--- src/core/adc_seq_pkg.sv ---
// Package with register map, field positions and timing constants of the sequencer.
package adc_seq_pkg;
    localparam int ADDR_W = 6;
    localparam logic [5:0] OFF_CTRL1 = 6'h00;
    localparam logic [5:0] OFF_CTRL3 = 6'h04;
    localparam logic [5:0] OFF_STATUS = 6'h08;
    localparam logic [5:0] OFF_MASK = 6'h0C;
    localparam logic [5:0] OFF_MODE = 6'h10;
    localparam int BIT_ENABLE = 15;
    localparam int BIT_DONE = 0;
    localparam int BIT_SAMPLE = 1;
    localparam int BIT_AUTO_SAMPLE = 2;
    localparam int TRIG_LSB = 5;
    localparam int TRIG_MSB = 7;
    localparam int SAMC_LSB = 8;
    localparam int SAMC_MSB = 12;
    localparam int DIV_LSB = 0;
    localparam int DIV_MSB = 7;
    localparam int BIT_RES12 = 0;
    localparam int ST_CONV_DONE = 0;
    localparam int ST_SAMPLE_START = 1;
    localparam logic [2:0] TRIG_MANUAL = 3'h0;
    localparam logic [2:0] TRIG_EXT_EXTERNAL_INTERRUPT_ZERO = 3'h1;
    localparam logic [2:0] TRIG_TIMER_A = 3'h2;
    localparam logic [2:0] TRIG_PWM_EVENT = 3'h3;
    localparam logic [2:0] TRIG_TIMER_B = 3'h4;
    localparam logic [2:0] TRIG_AUTO = 3'h7;
    localparam logic [4:0] CONV_CYC_10BIT = 5'hC;
    localparam logic [4:0] CONV_CYC_12BIT = 5'hE;
    localparam logic [1:0] START_LATENCY = 2'h2;
    localparam logic [7:0] DIV_RESET = 8'h03;
    localparam logic [1:0] RESP_OKAY = 2'h0;
    localparam logic [1:0] RESP_SLVERR = 2'h2;
    typedef enum logic [1:0] {ST_IDLE, ST_SAMPLE, ST_LATENCY, ST_CONVERT} seq_state_t;
endpackage

--- src/core/adc_tad_gen.sv ---
// Converter clock period tick generator derived from the system clock.
`timescale 1ns/1ps
module adc_tad_gen #(
    parameter int DIV_W = 8
) (
    input wire logic clk,
    input wire logic rstn,
    input wire logic run,
    input wire logic [DIV_W-1:0] div,
    output logic tick
);
    logic [DIV_W-1:0] cnt_r;

    // The count restarts while run is low so the first period after run rises is whole.
    always_ff @(posedge clk)
    begin
        if (!rstn || !run || cnt_r >= div)
        begin
            cnt_r <= '0;
        end
        else
        begin
            cnt_r <= cnt_r + 1'b1;
        end
    end

    assign tick = run && (cnt_r >= div);
endmodule

--- src/core/adc_trig_sync.sv ---
// Two-stage synchroniser with rising edge detection for one trigger input.
`timescale 1ns/1ps
module adc_trig_sync (
    input wire logic clk,
    input wire logic rstn,
    input wire logic async_in,
    output logic pulse
);
    logic meta_r;
    logic sync_r;
    logic prev_r;

    always_ff @(posedge clk)
    begin
        if (!rstn)
        begin
            meta_r <= 1'b0;
            sync_r <= 1'b0;
            prev_r <= 1'b0;
        end
        else
        begin
            meta_r <= async_in;
            sync_r <= meta_r;
            prev_r <= sync_r;
        end
    end

    assign pulse = sync_r && !prev_r;
endmodule

--- src/core/adc_sample_convert_sequencer.sv ---
// Sample and conversion sequencer for a successive approximation converter.
//
// Contract
// - Sample, hold, then convert; phases separately controlled.
// - Sampling starts after conversion or by sample bit.
// - Auto-sample bit chooses manual or automatic sampling.
// - Auto sampling lasts auto-sample-time converter periods.
// - Sample time field covers zero to 31 periods.
// - Conversion trigger ends sampling and starts converting.
// - Conversion takes 12 or 14 converter periods.
// - Trigger select field picks the conversion source.
// - Trigger codes: manual, external_interrupt_zero, timer, pwm, timer, auto.
// - All six sample and conversion combinations supported.
// - Manual mode: set samples, clear converts.
// - Auto sample restarts; clearing sample bit converts.
// - Code 111 ends sampling on internal counter.
// - Fixed latency precedes each conversion start.
//
// The AXI4-Lite interface to the registers and the placing of the registers were left to the implementer.
`timescale 1ns/1ps
module adc_sample_convert_sequencer #(
    parameter int DIV_W = 8
) (
    input wire logic clk,
    input wire logic rstn,
    input wire logic [5:0] s_axi_awaddr,
    input wire logic s_axi_awvalid,
    output logic s_axi_awready,
    input wire logic [31:0] s_axi_wdata,
    input wire logic [3:0] s_axi_wstrb,
    input wire logic s_axi_wvalid,
    output logic s_axi_wready,
    output logic [1:0] s_axi_bresp,
    output logic s_axi_bvalid,
    input wire logic s_axi_bready,
    input wire logic [5:0] s_axi_araddr,
    input wire logic s_axi_arvalid,
    output logic s_axi_arready,
    output logic [31:0] s_axi_rdata,
    output logic [1:0] s_axi_rresp,
    output logic s_axi_rvalid,
    input wire logic s_axi_rready,
    input wire logic ext_external_interrupt_zero_trig,
    input wire logic timer_a_trig,
    input wire logic pwm_event_trig,
    input wire logic timer_b_trig,
    output logic sample_connect,
    output logic convert_active,
    output logic conv_done_pulse,
    output logic irq
);
    logic enable_r;
    logic sample_control_bit_r;
    logic auto_sample_enable_r;
    logic done_r;
    logic [2:0] trig_sel_r;
    logic [4:0] samc_r;
    logic [DIV_W-1:0] div_r;
    logic res12_r;
    logic [1:0] status_r;
    logic [1:0] mask_r;
    logic [4:0] cnt_r;
    logic [1:0] lat_r;
    adc_seq_pkg::seq_state_t state_r;

    logic aw_hold_r;
    logic w_hold_r;
    logic [5:0] awaddr_r;
    logic [31:0] wdata_r;
    logic [3:0] wstrb_r;
    logic wr_fire;
    logic rd_fire;
    logic wr_ctrl1;
    logic sample_control_bit_clear_wr;
    logic sample_control_bit_set_wr;
    logic tad_tick;
    logic hw_trig;
    logic soc;
    logic conv_end;
    logic sample_control_bit_start;
    logic ext_p;
    logic tma_p;
    logic pwm_p;
    logic tmb_p;
    logic [31:0] rdata_nxt;

    // Write channel: address and data are taken in either order.
    assign s_axi_awready = !aw_hold_r && !s_axi_bvalid;
    assign s_axi_wready = !w_hold_r && !s_axi_bvalid;
    assign wr_fire = aw_hold_r && w_hold_r && !s_axi_bvalid;

    always_ff @(posedge clk)
    begin
        if (!rstn)
        begin
            aw_hold_r <= 1'b0;
            w_hold_r <= 1'b0;
            awaddr_r <= 6'h00;
            wdata_r <= 32'h00000000;
            wstrb_r <= 4'h0;
            s_axi_bvalid <= 1'b0;
            s_axi_bresp <= adc_seq_pkg::RESP_OKAY;
        end
        else
        begin
            if (s_axi_awvalid && s_axi_awready)
            begin
                aw_hold_r <= 1'b1;
                awaddr_r <= s_axi_awaddr;
            end
            if (s_axi_wvalid && s_axi_wready)
            begin
                w_hold_r <= 1'b1;
                wdata_r <= s_axi_wdata;
                wstrb_r <= s_axi_wstrb;
            end
            if (wr_fire)
            begin
                aw_hold_r <= 1'b0;
                w_hold_r <= 1'b0;
                s_axi_bvalid <= 1'b1;
                s_axi_bresp <= (awaddr_r[5:2] <= 4'h4 && awaddr_r[1:0] == 2'h0)
                    ? adc_seq_pkg::RESP_OKAY : adc_seq_pkg::RESP_SLVERR;
            end
            else if (s_axi_bready)
            begin
                s_axi_bvalid <= 1'b0;
            end
        end
    end

    assign wr_ctrl1 = wr_fire && awaddr_r == adc_seq_pkg::OFF_CTRL1 && wstrb_r[0];
    assign sample_control_bit_set_wr = wr_ctrl1 && wdata_r[adc_seq_pkg::BIT_SAMPLE];
    assign sample_control_bit_clear_wr = wr_ctrl1 && !wdata_r[adc_seq_pkg::BIT_SAMPLE] && sample_control_bit_r;

    // Configuration fields. Trigger select and auto-sample changes while enabled are
    // accepted and act at once; the sequence in flight finishes in the new mode.
    always_ff @(posedge clk)
    begin
        if (!rstn)
        begin
            enable_r <= 1'b0;
            auto_sample_enable_r <= 1'b0;
            trig_sel_r <= adc_seq_pkg::TRIG_MANUAL;
            samc_r <= 5'h00;
            div_r <= DIV_W'(adc_seq_pkg::DIV_RESET);
            res12_r <= 1'b0;
            mask_r <= 2'h0;
        end
        else if (wr_fire)
        begin
            if (awaddr_r == adc_seq_pkg::OFF_CTRL1 && wstrb_r[0])
            begin
                auto_sample_enable_r <= wdata_r[adc_seq_pkg::BIT_AUTO_SAMPLE];
                trig_sel_r <= wdata_r[adc_seq_pkg::TRIG_MSB:adc_seq_pkg::TRIG_LSB];
            end
            if (awaddr_r == adc_seq_pkg::OFF_CTRL1 && wstrb_r[1])
            begin
                enable_r <= wdata_r[adc_seq_pkg::BIT_ENABLE];
            end
            if (awaddr_r == adc_seq_pkg::OFF_CTRL3 && wstrb_r[1])
            begin
                samc_r <= wdata_r[adc_seq_pkg::SAMC_MSB:adc_seq_pkg::SAMC_LSB];
            end
            if (awaddr_r == adc_seq_pkg::OFF_CTRL3 && wstrb_r[0])
            begin
                div_r <= wdata_r[DIV_W-1:0];
            end
            if (awaddr_r == adc_seq_pkg::OFF_MASK && wstrb_r[0])
            begin
                mask_r <= wdata_r[1:0];
            end
            if (awaddr_r == adc_seq_pkg::OFF_MODE && wstrb_r[0])
            begin
                res12_r <= wdata_r[adc_seq_pkg::BIT_RES12];
            end
        end
    end

    adc_tad_gen #(
        .DIV_W(DIV_W)
    ) u_tad (
        .clk(clk),
        .rstn(rstn),
        .run(enable_r),
        .div(div_r),
        .tick(tad_tick)
    );

    adc_trig_sync u_ext (.clk(clk), .rstn(rstn), .async_in(ext_external_interrupt_zero_trig), .pulse(ext_p));
    adc_trig_sync u_tma (.clk(clk), .rstn(rstn), .async_in(timer_a_trig), .pulse(tma_p));
    adc_trig_sync u_pwm (.clk(clk), .rstn(rstn), .async_in(pwm_event_trig), .pulse(pwm_p));
    adc_trig_sync u_tmb (.clk(clk), .rstn(rstn), .async_in(timer_b_trig), .pulse(tmb_p));

    // Hardware trigger decode; codes 101 and 110 select no source.
    always_comb
    begin
        unique case (trig_sel_r)
            adc_seq_pkg::TRIG_EXT_EXTERNAL_INTERRUPT_ZERO: hw_trig = ext_p;
            adc_seq_pkg::TRIG_TIMER_A: hw_trig = tma_p;
            adc_seq_pkg::TRIG_PWM_EVENT: hw_trig = pwm_p;
            adc_seq_pkg::TRIG_TIMER_B: hw_trig = tmb_p;
            default: hw_trig = 1'b0;
        endcase
    end

    // Start of conversion while sampling, per trigger source.
    always_comb
    begin
        soc = 1'b0;
        if (state_r == adc_seq_pkg::ST_SAMPLE)
        begin
            if (trig_sel_r == adc_seq_pkg::TRIG_MANUAL)
            begin
                soc = sample_control_bit_clear_wr;
            end
            else if (trig_sel_r == adc_seq_pkg::TRIG_AUTO)
            begin
                soc = tad_tick && cnt_r >= samc_r;
            end
            else
            begin
                soc = hw_trig;
            end
        end
    end

    assign conv_end = state_r == adc_seq_pkg::ST_CONVERT && tad_tick
        && cnt_r == (res12_r ? adc_seq_pkg::CONV_CYC_12BIT : adc_seq_pkg::CONV_CYC_10BIT) - 5'h1;
    assign sample_control_bit_start = (state_r == adc_seq_pkg::ST_IDLE && enable_r && (auto_sample_enable_r || sample_control_bit_set_wr))
        || (conv_end && auto_sample_enable_r);

    // Sequencer: idle, sample, start latency, convert.
    always_ff @(posedge clk)
    begin
        if (!rstn || !enable_r)
        begin
            state_r <= adc_seq_pkg::ST_IDLE;
            cnt_r <= 5'h00;
            lat_r <= 2'h0;
        end
        else
        begin
            unique case (state_r)
                adc_seq_pkg::ST_IDLE:
                begin
                    cnt_r <= 5'h00;
                    if (sample_control_bit_start)
                    begin
                        state_r <= adc_seq_pkg::ST_SAMPLE;
                    end
                end
                adc_seq_pkg::ST_SAMPLE:
                begin
                    if (soc)
                    begin
                        state_r <= adc_seq_pkg::ST_LATENCY;
                        lat_r <= 2'h0;
                    end
                    else if (tad_tick && cnt_r != 5'h1F)
                    begin
                        cnt_r <= cnt_r + 5'h1;
                    end
                end
                adc_seq_pkg::ST_LATENCY:
                begin
                    cnt_r <= 5'h00;
                    if (tad_tick)
                    begin
                        lat_r <= lat_r + 2'h1;
                        if (lat_r == adc_seq_pkg::START_LATENCY - 2'h1)
                        begin
                            state_r <= adc_seq_pkg::ST_CONVERT;
                        end
                    end
                end
                adc_seq_pkg::ST_CONVERT:
                begin
                    if (conv_end)
                    begin
                        state_r <= auto_sample_enable_r ? adc_seq_pkg::ST_SAMPLE : adc_seq_pkg::ST_IDLE;
                        cnt_r <= 5'h00;
                    end
                    else if (tad_tick)
                    begin
                        cnt_r <= cnt_r + 5'h1;
                    end
                end
            endcase
        end
    end

    // Sample bit mirrors the sampling phase; it drops when sampling ends.
    always_ff @(posedge clk)
    begin
        if (!rstn)
        begin
            sample_control_bit_r <= 1'b0;
        end
        else if (sample_control_bit_start)
        begin
            sample_control_bit_r <= 1'b1;
        end
        else if (soc || !enable_r || state_r != adc_seq_pkg::ST_SAMPLE)
        begin
            sample_control_bit_r <= 1'b0;
        end
    end

    // Done flag: set wins over a software clear in the same cycle.
    always_ff @(posedge clk)
    begin
        if (!rstn)
        begin
            done_r <= 1'b0;
        end
        else if (conv_end)
        begin
            done_r <= 1'b1;
        end
        else if (wr_ctrl1 && !wdata_r[adc_seq_pkg::BIT_DONE])
        begin
            done_r <= 1'b0;
        end
    end

    assign rd_fire = s_axi_arvalid && s_axi_arready;
    assign s_axi_arready = !s_axi_rvalid;

    // Sticky events; reading the status register clears them, but a new event wins.
    always_ff @(posedge clk)
    begin
        if (!rstn)
        begin
            status_r <= 2'h0;
        end
        else
        begin
            status_r[adc_seq_pkg::ST_CONV_DONE] <= conv_end
                || (status_r[adc_seq_pkg::ST_CONV_DONE]
                && !(rd_fire && s_axi_araddr == adc_seq_pkg::OFF_STATUS));
            status_r[adc_seq_pkg::ST_SAMPLE_START] <= sample_control_bit_start
                || (status_r[adc_seq_pkg::ST_SAMPLE_START]
                && !(rd_fire && s_axi_araddr == adc_seq_pkg::OFF_STATUS));
        end
    end

    always_comb
    begin
        rdata_nxt = 32'h00000000;
        unique case (s_axi_araddr)
            adc_seq_pkg::OFF_CTRL1: rdata_nxt = {16'h0000, enable_r, 7'h00, trig_sel_r,
                2'h0, auto_sample_enable_r, sample_control_bit_r, done_r};
            adc_seq_pkg::OFF_CTRL3: rdata_nxt = {19'h00000, samc_r, 8'(div_r)};
            adc_seq_pkg::OFF_STATUS: rdata_nxt = {28'h0000000, 2'(state_r), status_r};
            adc_seq_pkg::OFF_MASK: rdata_nxt = {30'h00000000, mask_r};
            adc_seq_pkg::OFF_MODE: rdata_nxt = {31'h00000000, res12_r};
            default: rdata_nxt = 32'h00000000;
        endcase
    end

    always_ff @(posedge clk)
    begin
        if (!rstn)
        begin
            s_axi_rvalid <= 1'b0;
            s_axi_rdata <= 32'h00000000;
            s_axi_rresp <= adc_seq_pkg::RESP_OKAY;
        end
        else if (rd_fire)
        begin
            s_axi_rvalid <= 1'b1;
            s_axi_rdata <= rdata_nxt;
            s_axi_rresp <= (s_axi_araddr[5:2] <= 4'h4 && s_axi_araddr[1:0] == 2'h0)
                ? adc_seq_pkg::RESP_OKAY : adc_seq_pkg::RESP_SLVERR;
        end
        else if (s_axi_rready)
        begin
            s_axi_rvalid <= 1'b0;
        end
    end

    always_ff @(posedge clk)
    begin
        if (!rstn)
        begin
            sample_connect <= 1'b0;
            convert_active <= 1'b0;
            conv_done_pulse <= 1'b0;
            irq <= 1'b0;
        end
        else
        begin
            sample_connect <= state_r == adc_seq_pkg::ST_SAMPLE && !soc;
            convert_active <= state_r == adc_seq_pkg::ST_CONVERT;
            conv_done_pulse <= conv_end;
            irq <= |(status_r & mask_r);
        end
    end

    // Clocks spent converting; a counter keeps the length check cheap for any divider.
    logic [11:0] conv_cyc_r;

    always_ff @(posedge clk)
    begin
        if (!rstn || state_r != adc_seq_pkg::ST_CONVERT)
        begin
            conv_cyc_r <= 12'h000;
        end
        else
        begin
            conv_cyc_r <= conv_cyc_r + 12'h001;
        end
    end

    AST_CONV_LEN: assert property (@(posedge clk) disable iff (!rstn)
        conv_end |-> conv_cyc_r + 12'h001 == 12'(res12_r ? adc_seq_pkg::CONV_CYC_12BIT
        : adc_seq_pkg::CONV_CYC_10BIT) * (12'(div_r) + 12'h001))
        else $error("Conversion length wrong.");
    AST_LATENCY: assert property (@(posedge clk) disable iff (!rstn)
        soc && div_r == '0 |=> state_r == adc_seq_pkg::ST_LATENCY ##2
        state_r == adc_seq_pkg::ST_CONVERT) else $error("Start latency wrong.");
    AST_DONE_SET: assert property (@(posedge clk) disable iff (!rstn)
        conv_end |=> done_r && conv_done_pulse) else $error("Done flag not set.");
    AST_AUTO_RESAMPLE: assert property (@(posedge clk) disable iff (!rstn)
        conv_end && auto_sample_enable_r && enable_r |=> state_r == adc_seq_pkg::ST_SAMPLE)
        else $error("Auto sampling did not restart.");
    AST_MANUAL_HOLD: assert property (@(posedge clk) disable iff (!rstn)
        state_r == adc_seq_pkg::ST_IDLE && !auto_sample_enable_r && !sample_control_bit_set_wr |=>
        state_r != adc_seq_pkg::ST_SAMPLE) else $error("Sampling began unasked.");
    AST_MANUAL_CONV: assert property (@(posedge clk) disable iff (!rstn)
        state_r == adc_seq_pkg::ST_SAMPLE && trig_sel_r == adc_seq_pkg::TRIG_MANUAL
        && !sample_control_bit_clear_wr && enable_r |=> state_r == adc_seq_pkg::ST_SAMPLE)
        else $error("Manual conversion without clear.");
    AST_AUTO_TRIG: assert property (@(posedge clk) disable iff (!rstn)
        soc && trig_sel_r == adc_seq_pkg::TRIG_AUTO |-> cnt_r >= samc_r)
        else $error("Self-timed sampling ended early.");
    AST_HW_TRIG: assert property (@(posedge clk) disable iff (!rstn)
        state_r == adc_seq_pkg::ST_SAMPLE && hw_trig && enable_r
        && trig_sel_r != adc_seq_pkg::TRIG_MANUAL && trig_sel_r != adc_seq_pkg::TRIG_AUTO
        |=> state_r == adc_seq_pkg::ST_LATENCY) else $error("Trigger ignored.");
    AST_IRQ: assert property (@(posedge clk) disable iff (!rstn)
        ##1 irq == $past(|(status_r & mask_r))) else $error("Interrupt level wrong.");
    COV_MANUAL: cover property (@(posedge clk) disable iff (!rstn)
        sample_control_bit_clear_wr && state_r == adc_seq_pkg::ST_SAMPLE);
    COV_AUTO: cover property (@(posedge clk) disable iff (!rstn)
        conv_end && auto_sample_enable_r && trig_sel_r == adc_seq_pkg::TRIG_AUTO);
    COV_HW: cover property (@(posedge clk) disable iff (!rstn) soc && hw_trig);
    COV_12BIT: cover property (@(posedge clk) disable iff (!rstn) conv_end && res12_r);
endmodule

--- config.mk ---
export PLATFORM = sky130hd
export DESIGN_NAME = adc_sample_convert_sequencer
export DESIGN_NICKNAME = d
export VERILOG_FILES = /design/src/core/adc_seq_pkg.sv /design/src/core/adc_tad_gen.sv /design/src/core/adc_trig_sync.sv /design/src/core/adc_sample_convert_sequencer.sv
export SDC_FILE = /design/constraint.sdc
export NUM_CORES = 1
export LEC_CHECK = 0
export BUFFER_PORTS_ARGS = -buffer_cell sky130_fd_sc_hd__buf_2
export CAP_MARGIN = 20
export CORE_ASPECT_RATIO = 0.9
export CORE_UTILIZATION = 54
export DETAILED_ROUTE_END_ITERATION = 6
export PLACE_DENSITY = 0.8
export REMOVE_ABC_BUFFERS = 1
export SLEW_MARGIN = 30
export SYNTH_ARGS = -nofsm -noshare
export SYNTH_HDL_FRONTEND = slang
export SYNTH_HIERARCHICAL = 1
export SYNTH_SLANG_ARGS = --single-unit
--- constraint.sdc ---
create_clock -name clk -period 2.9 [get_ports clk]
set_input_delay 0.58 -clock clk [delete_from_list [all_inputs] [get_ports clk]]
set_output_delay 0.58 -clock clk [all_outputs]
set_load 0.05 [all_outputs]
==> metrics.md <==
| Metric | Value |
|---|---|
| Status | complete, no violations |
| Hold crit path type | in -> reg |
| Via count | about 3700 |
| Min cycle time layout | 2670 ps |
| Initial Util | 56.2% |
| CP Max Fanout | 6 |
| Worst path arrival time | between 2000 and 3000 ps |
| Most frequent CP cell | a21oi_1 |
| Distinct cells, synth | 61 |
| Vias in the first global route | 3430 |
| Compound-Gate Fraction of Synth Area | between 10 and 15% |
| Final hold viol count | 0 |
| H-tree levels | 3 |
| CP Launch Type | flip-flop |
| Min Hold Slack | roughly 410 ps |
| Area leader, netlist | dfxtp_1 |
| Hpwl dp | approximately 7100 um |
| Met2 Use GR | 41.2% |
| CP required | 3200 ps |
| Clock Tree Buf Depth | 2 |
| Crit. End Element | flip-flop |
| Slew HR | between 50% and 60% |
| Die Y | about 89 um |
| Total die area | between 8000 and 9000 um2 |
| Main combinational cell family by area after synthesis | simple AND/OR/NAND/NOR gates |
| RSZ-0062 raised after global routing | no |
| Top Usage Layer GRT | met2 |
| Synth top area share | 43.8% |
| Io pins | 104 |
| EDFF count, synth | 0 |
| Largest net degree at the start of global routing | 44 |
| Layout cells sized above 1 | around 18% |
| Met1 global-route usage | roughly 30% |
| First-pass GRT wire length | 16200 um |
| FF+latch count, synth | 100 |
| Clock Sinks | 100 |
| FMAX | 0.374 GHz |
| Worst path cell trace | inv_1 -> ha_1 -> nand2_1 -> o21ai_0 -> a21oi_1 -> nor2b_2 -> and3_1 -> a21oi_1 -> nand2b_1 -> o2111a_1 -> or2_1 -> o22ai_1 |
| Setup tns final | 0 ps |
| Skew-Pair Late Insertion Delay | 370 ps |
| Root Driver | clkbuf_8 |
| Worst Skew | 12.0 ps |
| Vias/cell | 5.43 |
| Post-Syn Instances | 509 |
| Critical path's largest stage delay | 370 ps |
| Cell row count | 31 |
| CP delay by family, top | simple AND/OR/NAND/NOR gates |
| Sequential element share of the synthesized area | a little over two fifths |
| Die Width | 99.0 um |
| Clock buffer count from CTS | 9 |
| Critical path's slowest cell | dfxtp_1 |
| Yosys warning count | 6 |
| Wire length per cell | 14.4 um |
| Hold path depth | 2 |
| Critical path depth | 12 |
| Worst slew pin tran | 732 ps |
| Maximum vdd drop | 0.416 mV |
| Ys async rst share | 0% |
| DRC | 0 |
| Synthesized cell area | 4570 um2 |
| Routed Antenna Nets | 0 |
| DRT Pass-1 Iters | 4 |
| Total grt overflow | 0 |
| Drt initial violations | 174 |
| ANT cells | 0 |
| Clock slew at reported path FFs | about 100 ps |
| Pleak | 2.26 nW |
| CTS tree | yes |
| Met3 usage | 4.69% |
| Mux contribution to synthesized area | 8.92% |
| Slew Limit Fails | 0 |
| Finished Core Util | a little over three fifths |
| Cell count of the worst reg-to-reg path | 12 |
| Initial antenna violation count | 0 |
| Synth-to-Final Area Change | 12.5% |
| Mean Syn Cell Area | 8.99 um2 |
| Tcrit/Tclk final | approximately 92% |
| XOR/XNOR share of the synthesized area | ~1.1% |
| All-Layer GR Usage | 23.8% |
| Final Non-Filler Cells | 674 |
| Core ar. | 8150 um2 |
| Post-synthesis simple-gate area fraction | 20.8% |
| CP Class | reg -> reg |
| Final worst setup slack | 227 ps |
| Ys flop type | dfxtp_1 |
| Pwr dens | 515 nW/um2 |
| DP Cell Count | 659 |
| DP Worst Slack | 133 ps |
| Main area contributors after synthesis | dfxtp_1 44%, mux2i_1 7.4%, ha_1 5.7%, nor2_1 5.6%, nand2_1 4.8% |
| WP buf/inv | 1 |
| Port Buffers | 63 |
| Adder-Cell Fraction of Synth Area | 5.74% |
| Max Cap Viol | 0 |
| Placer congestion estimate | 0.840 |
| Setup Viol. Count Final | 0 |
| Final wirelength | 9690 um |
| Nets | 651 |
[cells in the mapped netlist (all sizes together), types with 2 or more instances]
cell type / count
nor3b: 5
inv: 26
mux2i: 34
nor2: 69
o211ai: 4
nor2b: 8
xnor2: 4
o21ai: 10
a31o: 2
nor3: 3
ha: 21
mux2: 4
or3: 4
a211oi: 6
a31oi: 2
dfxtp: 100
and3: 4
nand4: 3
nor4: 3
o21a: 2
xor2: 2
nand3b: 4
a22oi: 13
nand2: 59
nand3: 5
a21oi: 33
clkbuf: 15
nand2b: 6
and2: 15
buf: 22
[metrics by stage]
step                area [um2]  power, W
floorplan                 4420   0.00164
global placement          4920   0.00172
detailed placement        4920   0.00172
CTS                       5130   0.00266
global route              5150   0.00274
finish                    5150   0.00265
[final cells by class]
cell class	count	area, um2
repair buffers	69	373
clock buffers	9	124
flip-flops and latches	100	2000
inverters	26	97.6
multi-input cells	365	2340
fillers	703	3000
well taps	99	124
clock inverters	6	90.1
[power breakdown]
group          leakage, nW  total, W  switching (W)  internal, W
registers            0.812   0.00143      0.0000268      0.00141
clock network        0.105  0.000957       0.000475     0.000482
logic                 1.34  0.000257       0.000182    0.0000750
[logic make-up after synthesis]
| kind of cell | Yosys count |
|---|---|
| AND/OR/NAND/NOR | 193 |
| other | 1 |
| multiplexers | 39 |
| flip-flops | 100 |
| XOR/XNOR | 6 |
| buffers and inverters | 63 |
| AO/OA/AOI/OAI | 86 |
| adder cells (fa/ha/maj) | 21 |
[repair_timing]
| item | 4_1_cts | 5_1_grt |
|---|---|---|
| hold buffers | 0 | 0 |
| setup endpoints to repair | 0 | 9 |
| setup buffers | 0 | 0 |
| gates resized for setup | 0 | 2 |
[layer usage]
metal  routed length [um]  up-vias
li1                     -     1822
met1                 4320     1704
met2                 4680      122
met3                  542       12
met4                  142        0
met5                    0        -
[placed cells by master, fill, tap and decap left out, types with 4 or more instances in the layout]
cell / netlist / routed
buf_4: 20 / 5
nand2b_1: 6 / 6
ha_1: 21 / 21
buf_2: 0 / 63
a211oi_1: 5 / 5
and2_1: 15 / 15
a21oi_1: 33 / 33
dfxtp_1: 100 / 100
mux2i_1: 34 / 34
mux2_2: 4 / 4
o21ai_0: 7 / 7
clkbuf_8: 0 / 9
conb_1: 1 / 20
and3_1: 4 / 4
inv_1: 25 / 25
a22oi_1: 13 / 13
nand2_1: 59 / 59
nor3b_1: 5 / 5
nor2b_4: 4 / 4
nand3b_1: 4 / 4
nor2_1: 68 / 68
nand3_1: 5 / 5
xnor2_1: 4 / 4
[flip-flops by register name, indices dropped and copies added, names as in the netlist, 2 cells and up]
register / cells
awaddr_r: 6
cnt_r: 5
div_r: 8
lat_r: 2
mask_r: 2
s_axi_rdata: 14
samc_r: 5
state_r: 2
status_r: 2
trig_sel_r: 3
u_tad/cnt_r: 8
wdata_r: 14
wstrb_r: 2
[final timing paths]
kind	slack, ps	start	to
max	230	div_r[7]	cnt_r[0]
max reg2reg	230	div_r[7]	cnt_r[0]
min reg2reg	450	u_pwm/meta_r	u_pwm/sync_r
min	410	pwm_event_trig	u_pwm/meta_r
(Power assumes the default switching activity.)
